===== src/potg_pkg.sv =====
/*
 * potg_pkg: constants, register map and types for the two-port gpio block.
 * assumes an 8-bit register view carried in the low byte of a 32-bit bus word.
 */
package potg_pkg;

   // register byte offsets
   localparam logic [7:0] POTG_OFF_P1_DIR   = 8'h00;
   localparam logic [7:0] POTG_OFF_P1_LATCH = 8'h04;
   localparam logic [7:0] POTG_OFF_P1_PU    = 8'h08;
   localparam logic [7:0] POTG_OFF_P2_DIR   = 8'h0C;
   localparam logic [7:0] POTG_OFF_MODE     = 8'h10;
   localparam logic [7:0] POTG_OFF_P2_LATCH = 8'h14;

   // reset values
   localparam logic [7:0] POTG_RST_P1_DIR   = 8'h00;
   localparam logic [7:0] POTG_RST_P1_LATCH = 8'h00;
   localparam logic [7:0] POTG_RST_P1_PU    = 8'h00;
   localparam logic [7:0] POTG_RST_P2_DIR   = 8'h00;
   localparam logic [7:0] POTG_RST_MODE     = 8'h00;
   localparam logic [7:0] POTG_RST_P2_LATCH = 8'h00;

   // implemented bits and read-as-one bits
   localparam logic [7:0] POTG_P1_PIN_MASK  = 8'hF7;
   localparam logic [7:0] POTG_P1_RSV_ONES  = 8'h08;
   localparam logic [7:0] POTG_P2_PIN_MASK  = 8'h07;
   localparam logic [7:0] POTG_P2_RSV_ONES  = 8'hF8;
   localparam logic [7:0] POTG_MODE_RW_MASK = 8'h96;
   localparam logic [7:0] POTG_MODE_RD_ONES = 8'h08;

   // mode register field positions
   localparam int POTG_MODE_PIN7_ALT_BIT = 7;
   localparam int POTG_MODE_PIN4_ALT_BIT = 4;
   localparam int POTG_MODE_TXD_BIT  = 1;

   // port pin positions with alternate use
   localparam int POTG_P1_PIN_SEVEN = 7;
   localparam int POTG_P1_PIN_FOUR  = 4;
   localparam int POTG_P2_PIN_TWO   = 2;
   localparam int POTG_P2_PIN_ONE   = 1;
   localparam int POTG_P2_PIN_ZERO  = 0;

   // bus responses
   localparam logic [1:0] POTG_RESP_OKAY   = 2'b00;
   localparam logic [1:0] POTG_RESP_SLVERR = 2'b10;

   typedef enum {POTG_WR_GATHER, POTG_WR_ANSWER} potg_wr_state_t;
   typedef enum {POTG_RD_IDLE, POTG_RD_ANSWER} potg_rd_state_t;

endpackage


===== src/potg_cfg_if.sv =====
/*
 * potg_cfg_if: configuration from the register file to the pin logic,
 * and synchronised pin levels back. assumes both ends share one clock.
 */
`timescale 1ns/1ps
interface potg_cfg_if;
   logic [7:0] p1_dir;
   logic [7:0] p1_latch;
   logic [7:0] p1_pu;
   logic [7:0] p2_dir;
   logic [7:0] p2_latch;
   logic [7:0] mode;
   logic [7:0] p1_level;
   logic [7:0] p2_level;

   modport regs (output p1_dir, p1_latch, p1_pu, p2_dir, p2_latch, mode,
                 input  p1_level, p2_level);
   modport pins (input  p1_dir, p1_latch, p1_pu, p2_dir, p2_latch, mode,
                 output p1_level, p2_level);
endinterface


===== src/potg_pin_ctrl.sv =====
/*
 * potg_pin_ctrl: pin synchronisers, direction and alternate function
 * muxing for both ports, pull-up for port 1. assumes pin inputs are asynchronous
 * and serial controls come from logic on the same clock.
 */
`timescale 1ns/1ps
module potg_pin_ctrl
   import potg_pkg::*;
(
   input  wire logic       clk,
   input  wire logic       rst_n,
   potg_cfg_if.pins        cfg,
   input  wire logic [7:0] p1_in,
   input  wire logic [7:0] p2_in,
   output logic      [7:0] p1_out,
   output logic      [7:0] p1_oe,
   output logic      [7:0] p1_pu,
   output logic      [7:0] p2_out,
   output logic      [7:0] p2_oe,
   input  wire logic       ser_txd,
   input  wire logic       ser_rx_en,
   input  wire logic       ser_clk_out_en,
   input  wire logic       ser_clk_out,
   input  wire logic       ser_clk_in_en,
   output logic            ext_int_three_n,
   output logic            timer_trigger,
   output logic            ext_int_zero_n,
   output logic            ser_rxd,
   output logic            ser_clk_in
);

   logic [7:0] s1_1_r, s1_2_r, s1_3_r, lvl1_r;
   logic [7:0] s2_1_r, s2_2_r, s2_3_r, lvl2_r;
   logic [7:0] alt1;
   logic [7:0] oe2_nxt, out2_nxt;

   // a level moves only once the two later stages agree, so glitches are dropped
   function automatic logic [7:0] settle(input logic [7:0] old, input logic [7:0] a,
                                         input logic [7:0] b);
      logic [7:0] agree;
      agree  = ~(a ^ b);
      settle = (b & agree) | (old & ~agree);
   endfunction

   always_ff @(posedge clk or negedge rst_n)
   begin
      if (!rst_n)
      begin
         s1_1_r <= 8'h00; s1_2_r <= 8'h00; s1_3_r <= 8'h00; lvl1_r <= 8'h00;
         s2_1_r <= 8'h00; s2_2_r <= 8'h00; s2_3_r <= 8'h00; lvl2_r <= 8'h00;
      end
      else
      begin
         s1_1_r <= p1_in & POTG_P1_PIN_MASK;
         s1_2_r <= s1_1_r;
         s1_3_r <= s1_2_r;
         lvl1_r <= settle(lvl1_r, s1_2_r, s1_3_r);
         s2_1_r <= p2_in & POTG_P2_PIN_MASK;
         s2_2_r <= s2_1_r;
         s2_3_r <= s2_2_r;
         lvl2_r <= settle(lvl2_r, s2_2_r, s2_3_r);
      end
   end

   assign cfg.p1_level = lvl1_r;
   assign cfg.p2_level = lvl2_r;

   always_comb
   begin
      alt1 = 8'h00;
      alt1[POTG_P1_PIN_SEVEN] = cfg.mode[POTG_MODE_PIN7_ALT_BIT];
      alt1[POTG_P1_PIN_FOUR]  = cfg.mode[POTG_MODE_PIN4_ALT_BIT];
   end

   // serial and mode selections override the direction bit
   always_comb
   begin
      oe2_nxt  = cfg.p2_dir & POTG_P2_PIN_MASK;
      out2_nxt = cfg.p2_latch & POTG_P2_PIN_MASK;
      if (cfg.mode[POTG_MODE_TXD_BIT])
      begin
         oe2_nxt[POTG_P2_PIN_TWO]  = 1'b1;
         out2_nxt[POTG_P2_PIN_TWO] = ser_txd;
      end
      if (ser_rx_en)
         oe2_nxt[POTG_P2_PIN_ONE] = 1'b0;
      if (ser_clk_in_en)
         oe2_nxt[POTG_P2_PIN_ZERO] = 1'b0;
      else if (ser_clk_out_en)
      begin
         oe2_nxt[POTG_P2_PIN_ZERO]  = 1'b1;
         out2_nxt[POTG_P2_PIN_ZERO] = ser_clk_out;
      end
   end

   always_ff @(posedge clk or negedge rst_n)
   begin
      if (!rst_n)
      begin
         p1_out <= 8'h00;
         p1_oe  <= 8'h00;
         p1_pu  <= 8'h00;
      end
      else
      begin
         p1_out <= cfg.p1_latch & POTG_P1_PIN_MASK;
         p1_oe  <= cfg.p1_dir & ~alt1 & POTG_P1_PIN_MASK;
         p1_pu  <= cfg.p1_pu & ~cfg.p1_dir & POTG_P1_PIN_MASK;
      end
   end

   always_ff @(posedge clk or negedge rst_n)
   begin
      if (!rst_n)
      begin
         p2_out <= 8'h00;
         p2_oe  <= 8'h00;
      end
      else
      begin
         p2_out <= out2_nxt;
         p2_oe  <= oe2_nxt;
      end
   end

   // idle levels: interrupts inactive high, receive line at mark
   always_ff @(posedge clk or negedge rst_n)
   begin
      if (!rst_n)
      begin
         ext_int_three_n <= 1'b1;
         timer_trigger   <= 1'b0;
         ext_int_zero_n  <= 1'b1;
         ser_rxd         <= 1'b1;
         ser_clk_in      <= 1'b0;
      end
      else
      begin
         ext_int_three_n <= alt1[POTG_P1_PIN_SEVEN] ? lvl1_r[POTG_P1_PIN_SEVEN] : 1'b1;
         timer_trigger   <= alt1[POTG_P1_PIN_SEVEN] & lvl1_r[POTG_P1_PIN_SEVEN];
         ext_int_zero_n  <= alt1[POTG_P1_PIN_FOUR] ? lvl1_r[POTG_P1_PIN_FOUR] : 1'b1;
         ser_rxd         <= ser_rx_en ? lvl2_r[POTG_P2_PIN_ONE] : 1'b1;
         ser_clk_in      <= ser_clk_in_en & lvl2_r[POTG_P2_PIN_ZERO];
      end
   end

endmodule


===== src/potg_top.sv =====
/*
 * potg_top: register file and AXI4-Lite slave for two gpio ports,
 * with the pin logic in potg_pin_ctrl.
 * assumes one clock, pins arriving asynchronously, and a bus master that
 * keeps at most one write and one read outstanding.
 */
`timescale 1ns/1ps
module potg_top
   import potg_pkg::*;
(
   input  wire logic        REF_CLK,
   input  wire logic        RST_N,
   input  wire logic [7:0]  S_AXI_AWADDR,
   input  wire logic [2:0]  S_AXI_AWPROT,
   input  wire logic        S_AXI_AWVALID,
   output logic             S_AXI_AWREADY,
   input  wire logic [31:0] S_AXI_WDATA,
   input  wire logic [3:0]  S_AXI_WSTRB,
   input  wire logic        S_AXI_WVALID,
   output logic             S_AXI_WREADY,
   output logic [1:0]       S_AXI_BRESP,
   output logic             S_AXI_BVALID,
   input  wire logic        S_AXI_BREADY,
   input  wire logic [7:0]  S_AXI_ARADDR,
   input  wire logic [2:0]  S_AXI_ARPROT,
   input  wire logic        S_AXI_ARVALID,
   output logic             S_AXI_ARREADY,
   output logic [31:0]      S_AXI_RDATA,
   output logic [1:0]       S_AXI_RRESP,
   output logic             S_AXI_RVALID,
   input  wire logic        S_AXI_RREADY,
   input  wire logic [7:0]  P1_IN,
   output logic      [7:0]  P1_OUT,
   output logic      [7:0]  P1_OE,
   output logic      [7:0]  P1_PULLUP_EN,
   input  wire logic [2:0]  P2_IN,
   output logic      [2:0]  P2_OUT,
   output logic      [2:0]  P2_OE,
   output logic             EXT_INT_THREE_N,
   output logic             TIMER_TRIGGER_IN,
   output logic             EXT_INT_ZERO_N,
   input  wire logic        SER_TXD,
   input  wire logic        SER_RX_EN,
   output logic             SER_RXD,
   input  wire logic        SER_CLK_OUT_EN,
   input  wire logic        SER_CLK_OUT,
   input  wire logic        SER_CLK_IN_EN,
   output logic             SER_CLK_IN
);

   potg_cfg_if cfg_bus ();

   potg_wr_state_t wr_state_r;
   potg_rd_state_t rd_state_r;

   logic        aw_held_r;
   logic [7:0]  aw_addr_r;
   logic        w_held_r;
   logic [7:0]  w_data_r;
   logic        w_lane0_r;
   logic [1:0]  bresp_r;
   logic [31:0] rdata_r;
   logic [1:0]  rresp_r;
   logic        wr_go;
   logic        aw_take;
   logic        w_take;
   logic        ar_take;

   logic [7:0]  p1_dir_r;
   logic [7:0]  p1_latch_r;
   logic [7:0]  p1_pu_r;
   logic [7:0]  p2_dir_r;
   logic [7:0]  p2_latch_r;
   logic [7:0]  mode_r;

   logic [7:0]  p2_out_full;
   logic [7:0]  p2_oe_full;
   logic [7:0]  p2_in_full;

   // address match on the whole byte address: unaligned offsets stay unmapped
   function automatic logic mapped(input logic [7:0] addr);
      mapped = (addr == POTG_OFF_P1_DIR)   || (addr == POTG_OFF_P1_LATCH) ||
               (addr == POTG_OFF_P1_PU)    || (addr == POTG_OFF_P2_DIR)   ||
               (addr == POTG_OFF_MODE)     || (addr == POTG_OFF_P2_LATCH);
   endfunction

   // stored bit where driving, pin level where listening
   function automatic logic [7:0] mix_read(input logic [7:0] dir, input logic [7:0] latch,
                                           input logic [7:0] level, input logic [7:0] mask,
                                           input logic [7:0] ones);
      mix_read = (((dir & latch) | (~dir & level)) & mask) | ones;
   endfunction

   function automatic logic [7:0] reg_read(input logic [7:0] addr);
      logic [7:0] v;
      v = 8'h00;
      case (addr)
         POTG_OFF_P1_LATCH:
            v = mix_read(p1_dir_r, p1_latch_r, cfg_bus.p1_level,
                         POTG_P1_PIN_MASK, POTG_P1_RSV_ONES);
         POTG_OFF_P1_PU:
            v = (p1_pu_r & POTG_P1_PIN_MASK) | POTG_P1_RSV_ONES;
         POTG_OFF_MODE:
            v = (mode_r & POTG_MODE_RW_MASK) | POTG_MODE_RD_ONES;
         POTG_OFF_P2_LATCH:
            v = mix_read(p2_dir_r, p2_latch_r, cfg_bus.p2_level,
                         POTG_P2_PIN_MASK, POTG_P2_RSV_ONES);
         default:
            v = 8'h00; // direction registers are write-only and read as zero
      endcase
      reg_read = v;
   endfunction

   function automatic logic wr_hit(input logic [7:0] off);
      wr_hit = wr_go && w_lane0_r && (aw_addr_r == off);
   endfunction

   // bus handshakes
   assign S_AXI_AWREADY = (wr_state_r == POTG_WR_GATHER) && !aw_held_r;
   assign S_AXI_WREADY  = (wr_state_r == POTG_WR_GATHER) && !w_held_r;
   assign S_AXI_BVALID  = (wr_state_r == POTG_WR_ANSWER);
   assign S_AXI_BRESP   = bresp_r;
   assign S_AXI_ARREADY = (rd_state_r == POTG_RD_IDLE);
   assign S_AXI_RVALID  = (rd_state_r == POTG_RD_ANSWER);
   assign S_AXI_RDATA   = rdata_r;
   assign S_AXI_RRESP   = rresp_r;

   assign aw_take = S_AXI_AWVALID && S_AXI_AWREADY;
   assign w_take  = S_AXI_WVALID && S_AXI_WREADY;
   assign ar_take = S_AXI_ARVALID && S_AXI_ARREADY;
   // write lands one edge after both halves are held, keeping decode off the bus path
   assign wr_go   = (wr_state_r == POTG_WR_GATHER) && aw_held_r && w_held_r;

   always_ff @(posedge REF_CLK or negedge RST_N)
   begin
      if (!RST_N)
      begin
         aw_held_r <= 1'b0;
         aw_addr_r <= 8'h00;
      end
      else if (aw_take)
      begin
         aw_held_r <= 1'b1;
         aw_addr_r <= S_AXI_AWADDR;
      end
      else if (wr_go)
         aw_held_r <= 1'b0;
   end

   always_ff @(posedge REF_CLK or negedge RST_N)
   begin
      if (!RST_N)
      begin
         w_held_r  <= 1'b0;
         w_data_r  <= 8'h00;
         w_lane0_r <= 1'b0;
      end
      else if (w_take)
      begin
         w_held_r  <= 1'b1;
         w_data_r  <= S_AXI_WDATA[7:0];
         w_lane0_r <= S_AXI_WSTRB[0];
      end
      else if (wr_go)
         w_held_r <= 1'b0;
   end

   always_ff @(posedge REF_CLK or negedge RST_N)
   begin
      if (!RST_N)
      begin
         wr_state_r <= POTG_WR_GATHER;
         bresp_r    <= POTG_RESP_OKAY;
      end
      else
      begin
         case (wr_state_r)
            POTG_WR_GATHER:
               if (wr_go)
               begin
                  wr_state_r <= POTG_WR_ANSWER;
                  bresp_r    <= mapped(aw_addr_r) ? POTG_RESP_OKAY : POTG_RESP_SLVERR;
               end
            POTG_WR_ANSWER:
               if (S_AXI_BREADY)
                  wr_state_r <= POTG_WR_GATHER;
            default:
               wr_state_r <= POTG_WR_GATHER;
         endcase
      end
   end

   always_ff @(posedge REF_CLK or negedge RST_N)
   begin
      if (!RST_N)
      begin
         rd_state_r <= POTG_RD_IDLE;
         rdata_r    <= 32'h0000_0000;
         rresp_r    <= POTG_RESP_OKAY;
      end
      else
      begin
         case (rd_state_r)
            POTG_RD_IDLE:
               if (ar_take)
               begin
                  rd_state_r <= POTG_RD_ANSWER;
                  rdata_r    <= {24'h00_0000, reg_read(S_AXI_ARADDR)};
                  rresp_r    <= mapped(S_AXI_ARADDR) ? POTG_RESP_OKAY : POTG_RESP_SLVERR;
               end
            POTG_RD_ANSWER:
               if (S_AXI_RREADY)
                  rd_state_r <= POTG_RD_IDLE;
            default:
               rd_state_r <= POTG_RD_IDLE;
         endcase
      end
   end

   // registers, each on its own
   always_ff @(posedge REF_CLK or negedge RST_N)
   begin
      if (!RST_N)
         p1_dir_r <= POTG_RST_P1_DIR;
      else if (wr_hit(POTG_OFF_P1_DIR))
         p1_dir_r <= w_data_r & POTG_P1_PIN_MASK;
   end

   always_ff @(posedge REF_CLK or negedge RST_N)
   begin
      if (!RST_N)
         p1_latch_r <= POTG_RST_P1_LATCH;
      else if (wr_hit(POTG_OFF_P1_LATCH))
         p1_latch_r <= w_data_r & POTG_P1_PIN_MASK;
   end

   always_ff @(posedge REF_CLK or negedge RST_N)
   begin
      if (!RST_N)
         p1_pu_r <= POTG_RST_P1_PU;
      else if (wr_hit(POTG_OFF_P1_PU))
         p1_pu_r <= w_data_r & POTG_P1_PIN_MASK;
   end

   always_ff @(posedge REF_CLK or negedge RST_N)
   begin
      if (!RST_N)
         p2_dir_r <= POTG_RST_P2_DIR;
      else if (wr_hit(POTG_OFF_P2_DIR))
         p2_dir_r <= w_data_r & POTG_P2_PIN_MASK;
   end

   // reserved mode bit 2 is kept writable, software must leave it clear
   always_ff @(posedge REF_CLK or negedge RST_N)
   begin
      if (!RST_N)
         mode_r <= POTG_RST_MODE;
      else if (wr_hit(POTG_OFF_MODE))
         mode_r <= w_data_r & POTG_MODE_RW_MASK;
   end

   always_ff @(posedge REF_CLK or negedge RST_N)
   begin
      if (!RST_N)
         p2_latch_r <= POTG_RST_P2_LATCH;
      else if (wr_hit(POTG_OFF_P2_LATCH))
         p2_latch_r <= w_data_r & POTG_P2_PIN_MASK;
   end

   assign cfg_bus.p1_dir   = p1_dir_r;
   assign cfg_bus.p1_latch = p1_latch_r;
   assign cfg_bus.p1_pu    = p1_pu_r;
   assign cfg_bus.p2_dir   = p2_dir_r;
   assign cfg_bus.p2_latch = p2_latch_r;
   assign cfg_bus.mode     = mode_r;

   assign p2_in_full = {5'h00, P2_IN};
   assign P2_OUT     = p2_out_full[2:0];
   assign P2_OE      = p2_oe_full[2:0];

   potg_pin_ctrl u_pins
   (
      .clk             (REF_CLK),
      .rst_n           (RST_N),
      .cfg             (cfg_bus.pins),
      .p1_in           (P1_IN),
      .p2_in           (p2_in_full),
      .p1_out          (P1_OUT),
      .p1_oe           (P1_OE),
      .p1_pu           (P1_PULLUP_EN),
      .p2_out          (p2_out_full),
      .p2_oe           (p2_oe_full),
      .ser_txd         (SER_TXD),
      .ser_rx_en       (SER_RX_EN),
      .ser_clk_out_en  (SER_CLK_OUT_EN),
      .ser_clk_out     (SER_CLK_OUT),
      .ser_clk_in_en   (SER_CLK_IN_EN),
      .ext_int_three_n (EXT_INT_THREE_N),
      .timer_trigger   (TIMER_TRIGGER_IN),
      .ext_int_zero_n  (EXT_INT_ZERO_N),
      .ser_rxd         (SER_RXD),
      .ser_clk_in      (SER_CLK_IN)
   );

endmodule


===== config.mk =====
export PLATFORM = sky130hd
export DESIGN_NAME = potg_top
export DESIGN_NICKNAME = d
export VERILOG_FILES = /design/src/potg_pkg.sv /design/src/potg_cfg_if.sv /design/src/potg_pin_ctrl.sv /design/src/potg_top.sv
export SDC_FILE = /design/constraint.sdc
export NUM_CORES = 1
export LEC_CHECK = 0
export BUFFER_PORTS_ARGS = -buffer_cell sky130_fd_sc_hd__buf_2
export CELL_PAD_IN_SITES_DETAIL_PLACEMENT = 1
export CELL_PAD_IN_SITES_GLOBAL_PLACEMENT = 1
export CORE_UTILIZATION = 43
export CTS_CLUSTER_SIZE = 12
export DETAILED_ROUTE_END_ITERATION = 12
export GPL_TIMING_DRIVEN = 0
export PLACE_DENSITY_LB_ADDON = 0.2
export SLEW_MARGIN = 10
export SYNTH_ARGS = -nofsm -noshare
export SYNTH_HDL_FRONTEND = slang
export SYNTH_SLANG_ARGS = --single-unit

===== constraint.sdc =====
create_clock -name REF_CLK -period 4.9 [get_ports REF_CLK]
set_input_delay 0.49 -clock REF_CLK [delete_from_list [all_inputs] [get_ports REF_CLK]]
set_output_delay 0.49 -clock REF_CLK [all_outputs]
set_load 0.005 [all_outputs]

==> impl_metrics.py <==
metrics = {
    "outcome": {
        "status": "finished clean",
    },
    "grt": {
        "grt_overflow": 0,
        "grt_max_degree": 88,
        "antenna_found_initial": 0,
        "grt_pass1_wl_um": 16800,
        "grt_pass1_vias": 3197,
        "grt_util_all_layers": 0.197,
    },
    "timing": {
        "hold_viol": 0,
        "worstMarginPinSlew_ns": 0.919,
        "timing.fmax_mhz": 478,
        "rsz0062_at_grt": "no",
        "finalCriticalPeriod_ns": 2.09,
        "drv_slew": 0,
        "tns_ns": 0,
        "skew_ns": 0.0110,
        "post-route-period-util": 0.427,
        "relSlewSlack": 0.386,
        "setup_viol": 0,
    },
    "min_path": {
        "hold_depth": 1,
        "hold_class": "input pin to flop",
    },
    "final_layout": {
        "antennaDiodeCount": 0,
        "final_nets": 552,
        "areaGrowthSynthToFinish_pct": 27.8,
        "drive_gt1_frac": 0.455,
        "final_area_sq_um": 6320,
        "final_util": 0.573,
        "nFillCells": 1122,
    },
    "power": {
        "swShare": 0.248,
        "leakagePower_nw": 3.21,
        "ir_drop_uv": 340,
        "p_per_area_nw_per_um2": 485,
        "power_mw": 3.07,
        "pwr-share-clk": 0.413,
        "p_switching_mw": 0.761,
        "seq_power_share": 0.464,
        "intPower_mw": 2.31,
        "combPwrFrac": 0.123,
    },
    "clocking": {
        "cts_setup_buffers": 0,
        "cts_buffers": 17,
        "hold_buffers": 1,
        "cts_resized": 0,
        "htreeDepth": 4,
        "clkSlewWorstSetupHoldPaths_ns": 0.06,
        "cts_num_sinks": 133,
        "cts.path.max_buffers": 2,
        "cts_tree": "built",
        "worstSkewPairLatency_ns": 0.42,
        "root_buffer": "clkbuf_16",
    },
    "synth": {
        "async_reset_ff_frac": 1.00,
        "synth_mux_area_frac": 0.134,
        "yosysMostFrequentCell": "dfrtp_1",
        "synth_xor_area_frac": 0.00177,
        "synth_top_cell_area_share": 0.658,
        "synth-compound-area-share": 0.0395,
        "synthSimpleGateAreaFrac": 0.0802,
        "synth_top_flop_cell": "dfrtp_1",
        "synth-edff-count": 0,
        "synthTopCellsByArea": "dfrtp_1 (66%), mux2_2 (13%), buf_4 (4.6%), maj3_1 (2.0%), nor2b_1 (1.9%)",
        "synth_seq_cells": 133,
        "yosysWarnings": 0,
        "synth.yosys.seq_area_share": 0.673,
        "synth_common_cells": "dfrtp_1 (130), mux2_2 (57), buf_4 (30)",
        "syn_area_per_cell_sq_um": 14.9,
        "postSynthCellCount": 332,
        "netlist_area_sq_um": 4950,
        "yosysTopAreaCell": "dfrtp_1",
        "synthAdderAreaFrac": 0.0202,
        "post_synth_num_cell_types": 43,
        "synth_top_family_by_area": "multiplexers",
    },
    "setup_path": {
        "worstPathMaxFanout": 4,
        "critPathLaunchType": "flop",
        "rr_worst_depth": 4,
        "critPathCaptureType": "flop",
        "required_ns": 5.19,
        "worstSetupPathType": "flop to flop",
        "arrival_ns": 2.39,
    },
    "routing": {
        "dr.pass1.iters": 4,
        "drc": 0,
        "drt_iter0_drc": 89,
        "avgRoutedWirePerCell_um": 16.9,
        "wl_um": 10500,
        "ant_nets": 0,
        "vias_per_cell": 4.83,
        "via_count": 3016,
    },
    "floorplanning": {
        "core_area_sq_um": 11000,
        "die_h_um": 109,
        "die-width_um": 109,
        "rows": 38,
        "start_util": 0.449,
        "die-area_sq_um": 11900,
        "ios": 157,
    },
    "placement": {
        "portBuffers": 90,
        "dpl.hpwl_um": 7200,
        "postPlaceCellArea_sq_um": 5720,
        "globalplace.congestion": 0.720,
    },
    "job": {
        "cap_violations": 0,
    },
}
==> power by group through the flow <==
stage / Sequential [mW] / Clock (mW) / Combinational (mW)
2_1_floorplan: 1.39 / 0 / 0.242
6_report: 1.42 / 1.27 / 0.378
5_1_grt: 1.45 / 1.34 / 0.418
4_1_cts: 1.42 / 1.29 / 0.385
3_3_place_gp: 1.42 / 0 / 0.359
3_5_place_dp: 1.44 / 0 / 0.379
==> cells by family (layout without fill, tap and decap cells) <==
group / Yosys count / after routing
and+or+nand+nor: 64 / 64
adders and majority gates: 10 / 10
muxes: 59 / 59
DFF: 133 / 133
other: 1 / 29
buffers and inverters: 36 / 160
xor gates and xnor gates: 1 / 1
AOI/OAI and AO/OA: 28 / 28
==> final timing paths <==
check	start	to	slack [ns]
min in group asynchronous	RST_N	u_pins.p1_oe[0]	0.57
hold / removal	P1_IN[2]	u_pins.s1_1_r[2]	0.17
setup / recovery	aw_addr_r[0]	cfg_bus.p2_latch[1]	2.81
hold reg to reg	u_pins.s1_1_r[4]	u_pins.s1_2_r[4]	0.35
setup reg to reg	aw_addr_r[0]	cfg_bus.p2_latch[1]	2.81
max in group asynchronous	RST_N	cfg_bus.p1_pu[2]	3.57
==> critical path, cell delays in order, from the launching register on <==
cell	delay [ns]
dfrtp_1	0.37
or4_4	0.57
nor4_4	0.33
and3_2	0.32
mux2_2	0.36
==> flip-flops by register name (all words and copies together), names as in the netlist, 4 cells and up, named ones only <==
| signal | cells |
|---|---|
| u_pins.p1_oe | 7 |
| u_pins.s1_3_r | 7 |
| w_data_r | 7 |
| S_AXI_RDATA | 8 |
| cfg_bus.p1_dir | 7 |
| cfg_bus.p1_latch | 7 |
| aw_addr_r | 8 |
| cfg_bus.p1_pu | 7 |
| u_pins.s1_2_r | 7 |
| cfg_bus.mode | 4 |
| u_pins.s1_1_r | 7 |
| u_pins.p1_out | 7 |
| u_pins.p1_pu | 7 |
==> cells in the final DEF (no fill, tap or decap), types with 6 or more instances in the layout <==
cell type / netlist / routed
clkbuf_16: 0 / 17
nor2_1: 9 / 9
nand2_1: 13 / 13
dfrtp_1: 130 / 130
buf_2: 1 / 90
nor2b_1: 15 / 15
a22oi_1: 6 / 6
clkbuf_1: 3 / 7
maj3_1: 10 / 10
buf_4: 30 / 30
o21ai_0: 9 / 9
conb_1: 1 / 29
mux2_2: 57 / 57
==> metal layers <==
| layer | GRT usage | vias to the layer above | wire length [um] |
|---|---|---|---|
| li1 | - | 1377 | - |
| met1 | 0.224 | 1541 | 4200 |
| met2 | 0.338 | 80 | 5600 |
| met3 | 0.0640 | 18 | 517 |
| met4 | 0.0895 | 0 | 207 |
| met5 | 0 | - | 0 |
==> stage by stage <==
| step | hold WS, ns | std cells | worst slack [ns] |
|---|---|---|---|
| 6_report | 0.172 | 624 | 2.81 |
| 3_3_place_gp | 0.333 | 590 | 1.65 |
| 3_5_place_dp | 0.336 | 591 | 2.76 |
| 4_1_cts | 0.154 | 624 | 2.78 |
| 5_1_grt | 0.156 | 624 | 2.72 |
| 2_1_floorplan | 0.194 | 360 | 2.96 |
==> area by class of cell <==
class                           instances  area (sq um)  share of cell area
Buffer                                 34           241              0.0382
Clock buffer                           23           468              0.0740
Clock inverter                          9           126              0.0200
Inverter                                2          7.51             0.00119
Multi-Input combinational cell        191          1480               0.234
Sequential cell                       133          3330               0.527
Tap cell                              140           175              0.0277
Timing Repair Buffer                   92           494              0.0782
No activity file was read; power rests on OpenSTA's default activity.
